==> src/core/ifu_defs.svh <==
// Constants of the instruction fetch and program counter unit.
// Assumes inclusion by bare name from the package and the modules.
`ifndef IFU_DEFS_SVH
`define IFU_DEFS_SVH

// Counter and address widths
`define IFU_PC_W 13
`define IFU_ADDR_W 14
`define IFU_PAGE_W 8
`define IFU_RESET_VECTOR 13'h0000

// Register byte offsets
`define IFU_OFF_CTRL 12'h000
`define IFU_OFF_PCL 12'h004
`define IFU_OFF_CAP_LO 12'h008
`define IFU_OFF_CAP_HI 12'h00C
`define IFU_OFF_STAT 12'h010

// Field positions and reset values
`define IFU_CTRL_BANK_BIT 0
`define IFU_STAT_VALID_BIT 8
`define IFU_BANK_RESET 1'b0
`define IFU_CAP_RESET 8'h00

`endif

==> src/core/ifu_pkg.sv <==
// Types shared by the fetch unit modules.
// Assumes ifu_defs.svh is on the include path.
`include "ifu_defs.svh"
package ifu_pkg;

  typedef enum logic [3:0] {
    PH_T1 = 4'h1,
    PH_T2 = 4'h2,
    PH_T3 = 4'h4,
    PH_T4 = 4'h8
  } phase_t;

  typedef enum logic [2:0] {
    ALU_ADD = 3'h0,
    ALU_AND = 3'h1,
    ALU_OR = 3'h2,
    ALU_XOR = 3'h3,
    ALU_INC = 3'h4,
    ALU_DEC = 3'h5,
    ALU_RL = 3'h6,
    ALU_RR = 3'h7
  } alu_op_t;

  typedef struct packed {
    logic valid;
    logic [`IFU_PC_W-1:0] target;
  } branch_req_t;

  typedef struct packed {
    logic valid;
    alu_op_t op;
    logic [7:0] operand;
    logic skip_zero;
  } alu_req_t;

endpackage

==> src/core/instruction_fetch_pc_unit.sv <==
// Instruction sequencing: phases, program counter, dummy cycles, capture.
// Assumes an APB master and an execute stage that pulses its requests.
//
// The placing of the registers and register access over APB were chosen for this implementation.
`timescale 1ns/1ps
`default_nettype none
`include "ifu_defs.svh"
// Function
// - Four one-hot phases form one instruction cycle
// - Counter advances and fetch happens in first phase
// - Later phases execute, overlapping the next fetch
// - Branches take one extra instruction cycle
// - Counter increments by one after each instruction unless a jump or low byte write loads it
// - Bank-select bit forms top fetch address bit
// - Only counter low byte is software readable, writable
// - Low byte write jumps within page, dummy cycle
// - Met skip discards fetched instruction, dummy cycle
// - Jump, call, interrupt, reset load target directly
// - Low capture read returns low, buffers high byte
// - Read low before high; high returns buffer
// - One eight-bit ALU through the accumulator
// - Reset starts execution at address zero
module instruction_fetch_pc_unit (
  // Clock and reset
  input wire logic pclk,
  input wire logic presetn,
  // APB slave
  input wire logic psel,
  input wire logic penable,
  input wire logic pwrite,
  input wire logic [11:0] paddr,
  input wire logic [31:0] pwdata,
  output logic [31:0] prdata,
  output logic pready,
  output logic pslverr,
  // Execute stage requests
  input wire ifu_pkg::branch_req_t branch_req,
  input wire ifu_pkg::branch_req_t irq_req,
  input wire logic skip_req,
  input wire ifu_pkg::alu_req_t alu_req,
  // Fetch and execute status
  output ifu_pkg::phase_t phase,
  output logic fetch_en,
  output logic [`IFU_ADDR_W-1:0] fetch_addr,
  output logic exec_valid,
  output logic [`IFU_ADDR_W-1:0] exec_addr,
  output logic [7:0] acc
);
  localparam int PC_W = `IFU_PC_W;

  function automatic logic [7:0] alu8(input ifu_pkg::alu_op_t op,
                                      input logic [7:0] a,
                                      input logic [7:0] b);
    case (op)
      ifu_pkg::ALU_ADD: alu8 = a + b;
      ifu_pkg::ALU_AND: alu8 = a & b;
      ifu_pkg::ALU_OR: alu8 = a | b;
      ifu_pkg::ALU_XOR: alu8 = a ^ b;
      ifu_pkg::ALU_INC: alu8 = a + 8'h01;
      ifu_pkg::ALU_DEC: alu8 = a - 8'h01;
      ifu_pkg::ALU_RL: alu8 = {a[6:0], a[7]};
      ifu_pkg::ALU_RR: alu8 = {a[0], a[7:1]};
      default: alu8 = a;
    endcase
  endfunction

  logic [PC_W-1:0] pc_reg, pc_next;
  logic bank_reg, bank_next;
  logic jump_pend_reg, pcl_pend_reg, skip_pend_reg;
  logic [PC_W-1:0] jump_tgt_reg;
  logic [7:0] pcl_val_reg;
  logic fetch_en_reg, exec_valid_reg;
  logic [`IFU_ADDR_W-1:0] fetch_addr_reg, exec_addr_reg;
  logic [7:0] acc_reg, acc_next;
  logic [31:0] prdata_reg;
  logic pready_reg, pslverr_reg;
  logic [7:0] cap_high;

  // Phase ring
  phase_gen u_phase (
    .pclk(pclk),
    .presetn(presetn),
    .phase_q(phase)
  );

  // APB decode
  wire sel_ctrl = paddr == `IFU_OFF_CTRL;
  wire sel_pcl = paddr == `IFU_OFF_PCL;
  wire sel_cap_lo = paddr == `IFU_OFF_CAP_LO;
  wire sel_cap_hi = paddr == `IFU_OFF_CAP_HI;
  wire sel_stat = paddr == `IFU_OFF_STAT;
  wire mapped = sel_ctrl | sel_pcl | sel_cap_lo | sel_cap_hi | sel_stat;
  wire setup = psel & ~penable;
  wire done = psel & penable & pready_reg;
  wire apb_wr = done & pwrite & mapped;
  wire pcl_wr = apb_wr & sel_pcl;
  wire cap_lo_rd = done & ~pwrite & sel_cap_lo;
  wire [31:0] stat_word = {23'h0, exec_valid_reg, 4'h0, phase};
  wire [31:0] rd_data =
    sel_ctrl ? {31'h0, bank_reg} :
    sel_pcl ? {24'h0, pc_reg[7:0]} :
    sel_cap_lo ? {24'h0, exec_addr_reg[7:0]} :
    sel_cap_hi ? {24'h0, cap_high} :
    sel_stat ? stat_word : 32'h0;

  // Sequencing decisions
  wire cyc_end = phase == ifu_pkg::PH_T4;
  wire [7:0] alu_res = alu8(alu_req.op, acc_reg, alu_req.operand);
  wire alu_skip = alu_req.valid & alu_req.skip_zero & (alu_res == 8'h00);
  wire jump_now = branch_req.valid | irq_req.valid | jump_pend_reg;
  wire [PC_W-1:0] tgt_now = irq_req.valid ? irq_req.target :
                            branch_req.valid ? branch_req.target :
                            jump_tgt_reg;
  wire pcl_now = pcl_wr | pcl_pend_reg;
  wire [7:0] pcl_val_now = pcl_wr ? pwdata[7:0] : pcl_val_reg;
  wire skip_now = skip_req | alu_skip | skip_pend_reg;
  wire redirect = jump_now | pcl_now | skip_now;
  wire [PC_W-1:0] pc_inc = pc_reg + 13'h0001;
  wire [PC_W-1:0] pc_page = {pc_reg[PC_W-1:8], pcl_val_now};

  always_comb begin
    pc_next = pc_reg;
    if (cyc_end) begin
      if (jump_now) begin
        pc_next = tgt_now;
      end else if (pcl_now) begin
        pc_next = pc_page;
      end else begin
        pc_next = pc_inc;
      end
    end
  end

  assign bank_next = (apb_wr & sel_ctrl) ?
                     pwdata[`IFU_CTRL_BANK_BIT] : bank_reg;
  assign acc_next = alu_req.valid ? alu_res : acc_reg;

  // Counter advances entering T1
  always_ff @(posedge pclk or negedge presetn) begin
    if (!presetn) begin
      pc_reg <= `IFU_RESET_VECTOR;
      bank_reg <= `IFU_BANK_RESET;
      acc_reg <= 8'h00;
    end else begin
      pc_reg <= pc_next;
      bank_reg <= bank_next;
      acc_reg <= acc_next;
    end
  end

  // Requests held until the cycle ends; a later jump replaces a pending target, and a jump drops a pending low byte write
  always_ff @(posedge pclk or negedge presetn) begin
    if (!presetn) begin
      jump_pend_reg <= 1'b0;
      jump_tgt_reg <= `IFU_RESET_VECTOR;
      pcl_pend_reg <= 1'b0;
      pcl_val_reg <= 8'h00;
      skip_pend_reg <= 1'b0;
    end else begin
      jump_pend_reg <= jump_now & ~cyc_end;
      jump_tgt_reg <= tgt_now;
      pcl_pend_reg <= pcl_now & ~cyc_end;
      pcl_val_reg <= pcl_val_now;
      skip_pend_reg <= skip_now & ~cyc_end;
    end
  end

  // Fetch and execute stage registers
  always_ff @(posedge pclk or negedge presetn) begin
    if (!presetn) begin
      fetch_en_reg <= 1'b1;
      fetch_addr_reg <= {`IFU_BANK_RESET, `IFU_RESET_VECTOR};
      exec_valid_reg <= 1'b0;
      exec_addr_reg <= {`IFU_BANK_RESET, `IFU_RESET_VECTOR};
    end else begin
      fetch_en_reg <= cyc_end;
      if (cyc_end) begin
        fetch_addr_reg <= {bank_reg, pc_next};
        exec_valid_reg <= ~redirect;
        exec_addr_reg <= fetch_addr_reg;
      end
    end
  end

  // APB answer one cycle after setup
  always_ff @(posedge pclk or negedge presetn) begin
    if (!presetn) begin
      prdata_reg <= 32'h0;
      pready_reg <= 1'b0;
      pslverr_reg <= 1'b0;
    end else begin
      pready_reg <= setup;
      if (setup) begin
        prdata_reg <= pwrite ? 32'h0 : rd_data;
        pslverr_reg <= ~mapped;
      end
    end
  end

  pc_capture u_cap (
    .pclk(pclk),
    .presetn(presetn),
    .cap_lo_rd(cap_lo_rd),
    .exec_addr(exec_addr_reg),
    .high_buf(cap_high)
  );

  assign prdata = prdata_reg;
  assign pready = pready_reg;
  assign pslverr = pslverr_reg;
  assign fetch_en = fetch_en_reg;
  assign fetch_addr = fetch_addr_reg;
  assign exec_valid = exec_valid_reg;
  assign exec_addr = exec_addr_reg;
  assign acc = acc_reg;
endmodule // instruction_fetch_pc_unit
`default_nettype wire

==> src/core/pc_capture.sv <==
// Holding buffer for the high byte of the execution address.
// Assumes a one cycle read strobe for the low capture register.
`timescale 1ns/1ps
`default_nettype none
`include "ifu_defs.svh"
module pc_capture (
  // Clock and reset
  input wire logic pclk,
  input wire logic presetn,
  // Capture request
  input wire logic cap_lo_rd,
  input wire logic [`IFU_ADDR_W-1:0] exec_addr,
  // Buffered high byte
  output logic [7:0] high_buf
);
  logic [7:0] high_next;

  assign high_next = cap_lo_rd ? 8'(exec_addr[`IFU_ADDR_W-1:8]) : high_buf;

  // Copied on a low read, held otherwise
  always_ff @(posedge pclk or negedge presetn) begin
    if (!presetn) begin
      high_buf <= `IFU_CAP_RESET;
    end else begin
      high_buf <= high_next;
    end
  end
endmodule // pc_capture
`default_nettype wire

==> src/core/phase_gen.sv <==
// Four phase ring that splits pclk into instruction phases.
// Assumes one free running clock and asynchronous active low reset.
`timescale 1ns/1ps
`default_nettype none
`include "ifu_defs.svh"
module phase_gen (
  // Clock and reset
  input wire logic pclk,
  input wire logic presetn,
  // Current phase
  output ifu_pkg::phase_t phase_q
);
  ifu_pkg::phase_t phase_next;

  // Ring T1, T2, T3, T4, back to T1
  always_comb begin
    case (phase_q)
      ifu_pkg::PH_T1: phase_next = ifu_pkg::PH_T2;
      ifu_pkg::PH_T2: phase_next = ifu_pkg::PH_T3;
      ifu_pkg::PH_T3: phase_next = ifu_pkg::PH_T4;
      ifu_pkg::PH_T4: phase_next = ifu_pkg::PH_T1;
      default: phase_next = ifu_pkg::PH_T1;
    endcase
  end

  always_ff @(posedge pclk or negedge presetn) begin
    if (!presetn) begin
      phase_q <= ifu_pkg::PH_T1;
    end else begin
      phase_q <= phase_next;
    end
  end
endmodule // phase_gen
`default_nettype wire

==> config.mk <==
export PLATFORM = sky130hd
export DESIGN_NAME = instruction_fetch_pc_unit
export DESIGN_NICKNAME = d
export VERILOG_FILES = /design/src/core/ifu_pkg.sv /design/src/core/instruction_fetch_pc_unit.sv /design/src/core/pc_capture.sv /design/src/core/phase_gen.sv
export VERILOG_INCLUDE_DIRS = /design/src /design/src/core
export SDC_FILE = /design/constraint.sdc
export NUM_CORES = 1
export LEC_CHECK = 0
export BUFFER_PORTS_ARGS = -buffer_cell sky130_fd_sc_hd__buf_2
export CAP_MARGIN = 15
export CORE_MARGIN = 4
export CORE_UTILIZATION = 48
export DETAILED_ROUTE_END_ITERATION = 16
export MAX_ROUTING_LAYER = met4
export PLACE_DENSITY = 0.88
export SLEW_MARGIN = 20
export SYNTH_ARGS = -nofsm -noshare
export SYNTH_HDL_FRONTEND = slang
export SYNTH_SLANG_ARGS = --single-unit
==> constraint.sdc <==
create_clock -name pclk -period 2.35 [get_ports pclk]
set_input_delay 0.47 -clock pclk [delete_from_list [all_inputs] [get_ports pclk]]
set_output_delay 0.47 -clock pclk [all_outputs]
set_load 0.01 [all_outputs]
==> results of run 1 <==
cell type report:
type                    count  area, um2
multi-input cells         508       3230
flip-flops and latches     97       2430
fillers                   949       4570
inverters                  33        124
clock buffers              10        229
clock inverters             6       73.8
repair buffers            191       1170
well taps                 147        184
diodes                      1       2.50
layer usage:
metal  track usage  wire length [um]  up-vias
li1              -                 -     2626
met1         0.319              7130     2706
met2         0.375              8070      309
met3        0.0389              1340       59
met4         0.114               669        0
met5             -                 0        -
final timing paths:
check	startpoint	endpoint	slack [ps]	depth (start not counted)
min reg2reg	pcl_val_reg[1]	pcl_val_reg[1]	480	2
max reg2reg	acc[0]	skip_pend_reg	-240	11
min	presetn	pcl_val_reg[5]	100	1
max in group asynchronous	presetn	u_cap.high_buf[4]	1520	2
max	alu_req[4]	skip_pend_reg	-640	11
min in group pclk	pwdata[1]	pcl_val_reg[1]	350	3
layout by cell type, fill, tap and decap left out, types with 10 or more instances in the layout:
master / instances
nand2_1: 140
buf_2: 116
dfrtp_1: 95
buf_4: 72
o21ai_0: 44
a21oi_1: 38
inv_1: 31
nor2_1: 31
mux2i_1: 23
conb_1: 23
ha_1: 22
xnor2_1: 14
nand3_1: 11
nor3_1: 10
o211ai_1: 10
mux2_2: 10
worst max-delay path, delay by kind of cell:
kind                     cells  cell delay, ps
buffers and inverters        2             250
AND/OR/NAND/NOR              3            1070
adder cells (fa/ha/maj)      1             290
AO/OA/AOI/OAI                5            1190
power groups by stage:
stage	Sequential, mW	Clock [mW]	Combinational (mW)
2_1_floorplan	1.98	0	0.801
3_3_place_gp	1.96	0	1.40
3_5_place_dp	1.97	0	1.43
4_1_cts	1.94	1.53	1.55
5_1_grt	1.96	1.60	1.80
6_report	1.95	1.52	1.64
cells by family after synthesis:
| group | Yosys count | synth area share |
|---|---|---|
| AOI/OAI and AO/OA | 156 | 0.166 |
| xor gates and xnor gates | 18 | 0.0267 |
| muxes | 35 | 0.0657 |
| adders and majority gates | 26 | 0.0564 |
| DFF | 97 | 0.412 |
| buffers and inverters | 88 | 0.0791 |
| and+or+nand+nor | 250 | 0.194 |
| other | 1 | 0.000636 |
through the flow:
step / setup slack, ps / instances
after global routing: -747 / 993
after CTS: -482 / 991
after detailed placement: -863 / 974
after floorplan: -583 / 693
final: -642 / 993
after global placement: -819 / 974
what timing repair did:
item                                    4_1_cts  5_1_grt
setup buffers                                 1        1
pin swaps                                     8       21
resized for setup                            12       18
endpoints found under the setup margin        5        6
==> flow_summary.toml, run 1 <==
[global_routing]
antenna_found_initial = 1
track_usage = 0.244
grt_pass1_wl_mm = 27.3
grt_pass1_vias = 5484
grt_max_degree = 50
grt_overflow_total = 0

[sta]
finClkSkew_ps = 9.81
hold_violations = 0
tns_ps = -1790
timing.final.ws_setup_ps = -642
slew_viol_final = 0
holdWs_ps = 96.3
max_freq_ghz = 0.334
relSlewSlack = 0.633
finalCritPeriodShare = 1.27
setup_violations = 5
rsz0062_at_grt = "yes"
fin_crit_ps = 2990
tightest_slew_ps = 550

[clock_tree]
holdBufCountCts = 0
clkTransAtPathRegs_ps = 70
cts_tree = "built"
root_buffer = "clkbuf_16"
htree_levels = 3
cts_buffers = 9
cts_buffer_depth = 2
insertion_delay_ps = 340
clock_sinks = 97

[synthesis]
synth_warnings = 0
synthCells = 671
yosysTopAreaCell = "dfrtp_1"
yosysUniqueCellTypes = 65
mappedNetlistArea_um2 = 5900
synthTopCellsByCount = "nand2_1 (141), dfrtp_1 (95), o21ai_0 (47)"
synth_top_area_share = 0.403
synthArstFlopShare = 1.00
synth.area.top_cells = "dfrtp_1 (40%), nand2_1 (9.0%), ha_1 (5.3%)"
synth.most_common_cell = "nand2_1"
postSynthAreaPerCell_um2 = 8.79
synth_edf_count = 0
synth_seq_cells = 97
ys_seq_area_frac = 0.412
synthFlopType = "dfrtp_1"

[die]
die_height_um = 119
dieArea_um2 = 14100
std_cell_rows = 40
core_area_um2 = 12000
pin_count = 167
die_w_um = 119
start_util = 0.491

[route]
wl_mm = 17.2
dr.pass1.iters = 5
drt_iter0_markers = 585
drc = 0
via_count = 5700
antenna_left = 0
wl_per_cell_um = 17.3
post_drt_via_cell_ratio = 5.74

[power]
combPwrFrac = 0.322
p_sw_mw = 1.68
swShare = 0.329
p_leak_nw = 3.74
clockPowerShare = 0.297
ir_drop_uv = 362
seqPwrFrac = 0.381
power_density_nw_per_um2 = 687
internal_power_mw = 3.43
power_mw = 5.11

[worst_setup_path]
cp-start-kind = "input port"
crit_required_ps = 2630
end_kind = "flip-flop"
crit_fanout = 3
critPathKind = "input port to flip-flop"
cpPeakStageDelay_ps = 550
cp_slowest_cell = "or4_4"
crit_arrival_ps = 3270
path_cells = "buf_6 -> or4_4 -> buf_4 -> a31oi_1 -> ha_1 -> nor3_1 -> a22oi_1 -> a222oi_1 -> nand4_1 -> a2111oi_4 -> o31a_2"

[outcome]
outcome = "complete, but fails checks"
violations = "negative setup slack"

[placed_design]
place_area_um2 = 6980
dpl.hpwl_mm = 12.4
port_buffers = 119
gp_congestion = 0.922

[finish]
fin_nets = 957
syn_to_final_growth_pct = 26.1
final_util = 0.619
final_area_um2 = 7440
final_layout_size_suffix_gt1_frac = 0.303

[flow_run]
cap_violations = 0

[hold_path]
hold_path.class = "input port to async pin"
(Power assumes the default switching activity.)
==> run 2, diff against run 1 <==
SYNTH_HIERARCHICAL = 1   (was default)
==> flow_summary.toml, run 2 <==
[worst_setup_path]
crit_fanout = 5
crit_required_ps = 2570
critPathKind = "input port to flip-flop"
end_kind = "flip-flop"
r2r_start = "acc[0]"
reg2reg_to = "exec_valid"
reg2regPathDepth = 10
cp-start-kind = "input port"
crit_arrival_ps = 3060
r2r_setup_slack_ps = -440

[route]
drc = 0
wl_per_cell_um = 16.8
drt_iter0_markers = 542
via_count = 5769
antenna_left = 0
dr.pass1.iters = 5
wl_mm = 17.4
post_drt_via_cell_ratio = 5.58

[clock_tree]
root_buffer = "clkbuf_16"
htree_levels = 3
clkTransAtPathRegs_ps = 80
cts_buffers = 9
insertion_delay_ps = 350
clock_sinks = 97
cts_tree = "built"
cts_buffer_depth = 2

[flow_run]
cap_violations = 0

[synthesis]
synth-adder-area-share = 0.0549
postSynthAreaPerCell_um2 = 8.79
synth_xor_area_frac = 0.0231
synth.most_common_cell = "nand2_1"
ys_seq_area_frac = 0.401
mappedNetlistArea_um2 = 6060
synth-simple-area-share = 0.208
synth.area.mux_share = 0.0599
synthFlopType = "dfrtp_1"
synth_top_family_by_area = "simple AND/OR/NAND/NOR gates"
synth.area.top_cells = "dfrtp_1 (39%), nand2_1 (9.0%), ha_1 (5.2%)"
synth_seq_cells = 97
synthCells = 690
synth_edf_count = 0
synthArstFlopShare = 1.00
synth_warnings = 6
yosysUniqueCellTypes = 71
synth_top_area_share = 0.392
synth_compound_area_frac = 0.171
synthTopCellsByCount = "nand2_1 (146), dfrtp_1 (95), nor2_1 (47)"
yosysTopAreaCell = "dfrtp_1"

[global_routing]
grt_overflow_total = 0
antenna_found_initial = 1
grt_pass1_vias = 5512
grt_pass1_wl_mm = 27.5
grt_max_degree = 46
track_usage = 0.239

[power]
power_density_nw_per_um2 = 673
p_leak_nw = 3.91
swShare = 0.336
ir_drop_uv = 346
clockPowerShare = 0.279
seqPwrFrac = 0.371
internal_power_mw = 3.49
combPwrFrac = 0.349
p_sw_mw = 1.77

[die]
start_util = 0.496
die_w_um = 120
core_area_um2 = 12200
std_cell_rows = 40
dieArea_um2 = 14500
pin_count = 167
die_height_um = 120

[hold_path]
hold_path.class = "input port to async pin"

[outcome]
outcome = "complete, but fails checks"
violations = "negative setup slack"

[sta]
hold_violations = 0
setup_violations = 4
tightest_slew_ps = 558
fin_crit_ps = 2840
max_freq_ghz = 0.352
relSlewSlack = 0.625
finalCritPeriodShare = 1.21
rsz0062_at_grt = "yes"
timing.final.ws_setup_ps = -494
slew_viol_final = 0
finClkSkew_ps = 15.1

[placed_design]
gp_congestion = 0.899
dpl.cell_count = 1011
port_buffers = 119
dpl.hpwl_mm = 12.6

[finish]
final_layout_size_suffix_gt1_frac = 0.321
syn_to_final_growth_pct = 28.9
finalNonFillerCells = 1033
final_util = 0.640
fin_nets = 976
final_cell_mix = "nand2_1 (143), buf_2 (116), dfrtp_1 (95), buf_4 (75), nor2_1 (45)"
mostFrequentLayoutCell = "nand2_1"
## run 2: cell families (layout without fill, tap and decap cells)
group,count (synthesis),in the layout
AOI/OAI and AO/OA,156,156
xor gates and xnor gates,16,16
adders and majority gates,26,26
buffers and inverters,92,243
DFF,97,97
muxes,30,30
other,2,26
and+or+nand+nor,271,271
## run 2: how the worst max path moves through the flow
stage,start,endpoint,slack (ps),cells after the start
global route,alu_req[1],exec_valid,-610,14
CTS,alu_req[1],exec_valid,-430,12
detailed placement,alu_req[2],skip_pend_reg,-960,13
finish,alu_req[1],exec_valid,-490,14
global placement,alu_req[2],skip_pend_reg,-910,12
floorplan,alu_req[10],skip_pend_reg,-720,13
## run 2: cell type report
type                    instances  area [um2]
diodes                          1        2.50
clock buffers                   9         225
clock inverters                 7        81.3
fillers                       956        4400
inverters                      25         104
multi-input cells             524        3470
flip-flops and latches         97        2430
well taps                     168         210
repair buffers                202        1290
## run 2: metrics by stage
step                total power [mW]  setup TNS [ps]  cell area [um2]  setup WS (ps)  hold slack, ps
floorplan                       2.89           -1860             6210           -716             174
global placement                3.49           -3770             7230           -906             440
detailed placement              3.53           -4250             7230           -961             439
CTS                             5.09           -1020             7650           -434            68.4
global route                    5.54           -2010             7810           -615            77.8
finish                          5.26           -1370             7810           -494            45.6
## run 2: critical path: stages
cell	delay, ps
buf_8	100
buf_6	120
nor3_4	220
xnor2_1	150
a21oi_1	90
ha_2	210
buf_4	160
nor3b_1	140
a211oi_2	210
nand4_1	130
o311a_1	160
or4_4	460
nor4b_4	330
o21ai_1	100
## run 2: repair_timing
action	in CTS	in global routing
setup endpoints to repair	7	7
buffers inserted	1	5
resized for setup	22	26
hold buffers	0	0
pin swaps	17	21
## run 2: power groups by stage
stage | registers, mW | logic [mW] | clock network, mW
after floorplan | 1.98 | 0.910 | 0
after global placement | 1.97 | 1.52 | 0
after detailed placement | 1.97 | 1.55 | 0
after CTS | 1.94 | 1.67 | 1.48
after global routing | 1.97 | 2.02 | 1.55
final | 1.95 | 1.83 | 1.47
## run 2: layer usage
metal | global-route usage | wire length, um
met5 | - | 0
met4 | 0.0581 | 423
met3 | 0.0533 | 1380
met2 | 0.389 | 8530
met1 | 0.305 | 7060
==> run 3, diff against run 2 <==
ABC_AREA = 1   (was default)
CAP_MARGIN = 40   (was 15)
==> flow_summary.toml, run 3 <==
[worst_setup_path]
cp-start-kind = "input port"
crit_fanout = 5
crit_arrival_ps = 2610
end_kind = "flip-flop"
crit_required_ps = 2590
critPathKind = "input port to flip-flop"

[synthesis]
synthArstFlopShare = 1.00
mappedNetlistArea_um2 = 5950
synth_warnings = 6
synth_seq_cells = 97
synth.area.top_cells = "dfrtp_1 (40%), nand2_1 (14%), inv_1 (6.2%)"
yosysTopAreaCell = "dfrtp_1"
synthFlopType = "dfrtp_1"
yosysUniqueCellTypes = 45
synthTopCellsByCount = "nand2_1 (219), inv_1 (98), dfrtp_1 (95)"
synth_edf_count = 0
synth_top_area_share = 0.400
ys_seq_area_frac = 0.408
synth.most_common_cell = "nand2_1"
synthCells = 801
postSynthAreaPerCell_um2 = 7.43

[power]
swShare = 0.329
p_sw_mw = 1.50
internal_power_mw = 3.06
clockPowerShare = 0.317
seqPwrFrac = 0.422
power_density_nw_per_um2 = 605
p_leak_nw = 3.97
ir_drop_uv = 310
combPwrFrac = 0.261

[global_routing]
track_usage = 0.230
antenna_found_initial = 0
grt_pass1_vias = 5437
grt_max_degree = 43
grt_pass1_wl_mm = 25.8
grt_overflow_total = 0

[route]
antenna_left = 0
via_count = 5903
drc = 0
post_drt_via_cell_ratio = 5.20
wl_per_cell_um = 14.7
dr.pass1.iters = 5
wl_mm = 16.7
drt_iter0_markers = 475

[finish]
final_cell_mix = "nand2_1 (210), buf_2 (115), dfrtp_1 (95), inv_1 (90), nor2_1 (66)"
fin_nets = 1080
final_util = 0.625
final_layout_size_suffix_gt1_frac = 0.271
mostFrequentLayoutCell = "nand2_1"
syn_to_final_growth_pct = 26.7
insertedDiodeCount = 0

[die]
std_cell_rows = 40
dieArea_um2 = 14200
core_area_um2 = 12100
pin_count = 167
die_w_um = 119
start_util = 0.493
die_height_um = 119

[sta]
slew_viol_final = 0
finClkSkew_ps = 8.02
finalCritPeriodShare = 1.01
fin_crit_ps = 2370
timing.final.ws_setup_ps = -23.3
rsz0062_at_grt = "yes"
hold_violations = 0
setup_violations = 1
max_freq_ghz = 0.421
holdWs_ps = 38.3

[clock_tree]
cts_buffer_depth = 2
clock_sinks = 97
htree_levels = 3
cts_buffers = 9
holdBufCountCts = 0
cts_tree = "built"
insertion_delay_ps = 350
clkTransAtPathRegs_ps = 70
root_buffer = "clkbuf_16"

[outcome]
violations = "negative setup slack"
outcome = "complete, but fails checks"

[placed_design]
port_buffers = 119
dpl.hpwl_mm = 12.6
gp_congestion = 0.972

[hold_path]
hold_path.class = "input port to async pin"

[flow_run]
cap_violations = 0
-- run 3: cell count changes in the layout (fill, tap and decap cells not counted), sizes merged, moves of 11 or more --
cell | previous run | this run
inv | 28 | 112
a21o | 18 | 0
nand4 | 5 | 16
buf | 202 | 172
nand2 | 146 | 221
nor2 | 47 | 79
nand3 | 15 | 65
mux2i | 19 | 0
-- run 3: layer usage --
metal,track usage,wire length (um),vias to the layer above
li1,-,-,2863
met1,0.299,7240,2771
met2,0.368,7970,239
met3,0.0461,1190,30
met4,0.0659,308,0
met5,-,0,-
-- run 3: cell type report --
type,instances,area [um2]
clock buffers,10,239
clock inverters,6,56.3
fillers,1008,4520
inverters,108,425
multi-input cells,575,3130
flip-flops and latches,97,2430
well taps,168,210
repair buffers,172,1040
-- run 3: path summary, 6_finish.rpt --
kind	cells past startpoint	end	slack, ps	startpoint
max in group asynchronous	2	u_phase/phase_q[0]	1720	presetn
worst max-delay path	19	exec_valid	-20	alu_req[11]
worst min register to register	2	u_cap/high_buf[1]	480	u_cap/high_buf[1]
worst max register to register	15	exec_valid	110	acc[0]
worst min-delay path	1	exec_addr[1]	40	presetn
min in group pclk	2	pready	300	penable
-- run 3: critical path: stages --
cell and delay, ps:
buf_6 70, inv_2 40, nor2_4 230, inv_4 110, nor2_4 210, buf_6 130, a21oi_2 50, ha_4 270
buf_4 130, nand3_1 60, nand3_1 60, nand2_1 90, nand2_2 80, nor2_2 130, nand3_2 90, nor2_2 130
nand3_2 100, nand3_2 90, nand2_1 60
-- run 3: logic make-up (layout without fill, tap and decap cells) --
family                   after synthesis  in the layout  share of synthesized area
AND/OR/NAND/NOR                      405            405                      0.301
buffers and inverters                152            296                      0.114
adder cells (fa/ha/maj)               26             26                     0.0559
flip-flops                            97             97                      0.408
other                                  2             25                    0.00126
AO/OA/AOI/OAI                        108            108                      0.102
XOR/XNOR                              11             11                     0.0162
-- run 3: power groups by stage --
stage,combinational (mW),clock [mW],sequential (mW)
3_3_place_gp,1.00,0,1.94
6_report,1.19,1.44,1.93
2_1_floorplan,0.617,0,1.94
4_1_cts,1.07,1.46,1.92
3_5_place_dp,1.03,0,1.95
5_1_grt,1.33,1.52,1.94
-- run 3: repair_timing --
item / 4_1_cts / 5_1_grt
cloned: 0 / 0
buffers inserted: 4 / 7
pin swaps: 9 / 36
gates resized for setup: 5 / 55
endpoints found under the setup margin: 2 / 4
-- run 3: stage by stage --
stage	setup WS, ps	std cells	TNS [ps]	power (mW)	area (um2)
after floorplan	15.6	824	0	2.56	6070
after global placement	-317	1109	-863	2.94	6930
after detailed placement	-448	1109	-1410	2.98	6930
after CTS	9.73	1129	0	4.45	7280
after global routing	-212	1136	-407	4.80	7540
final	-23.3	1136	-23.3	4.56	7540
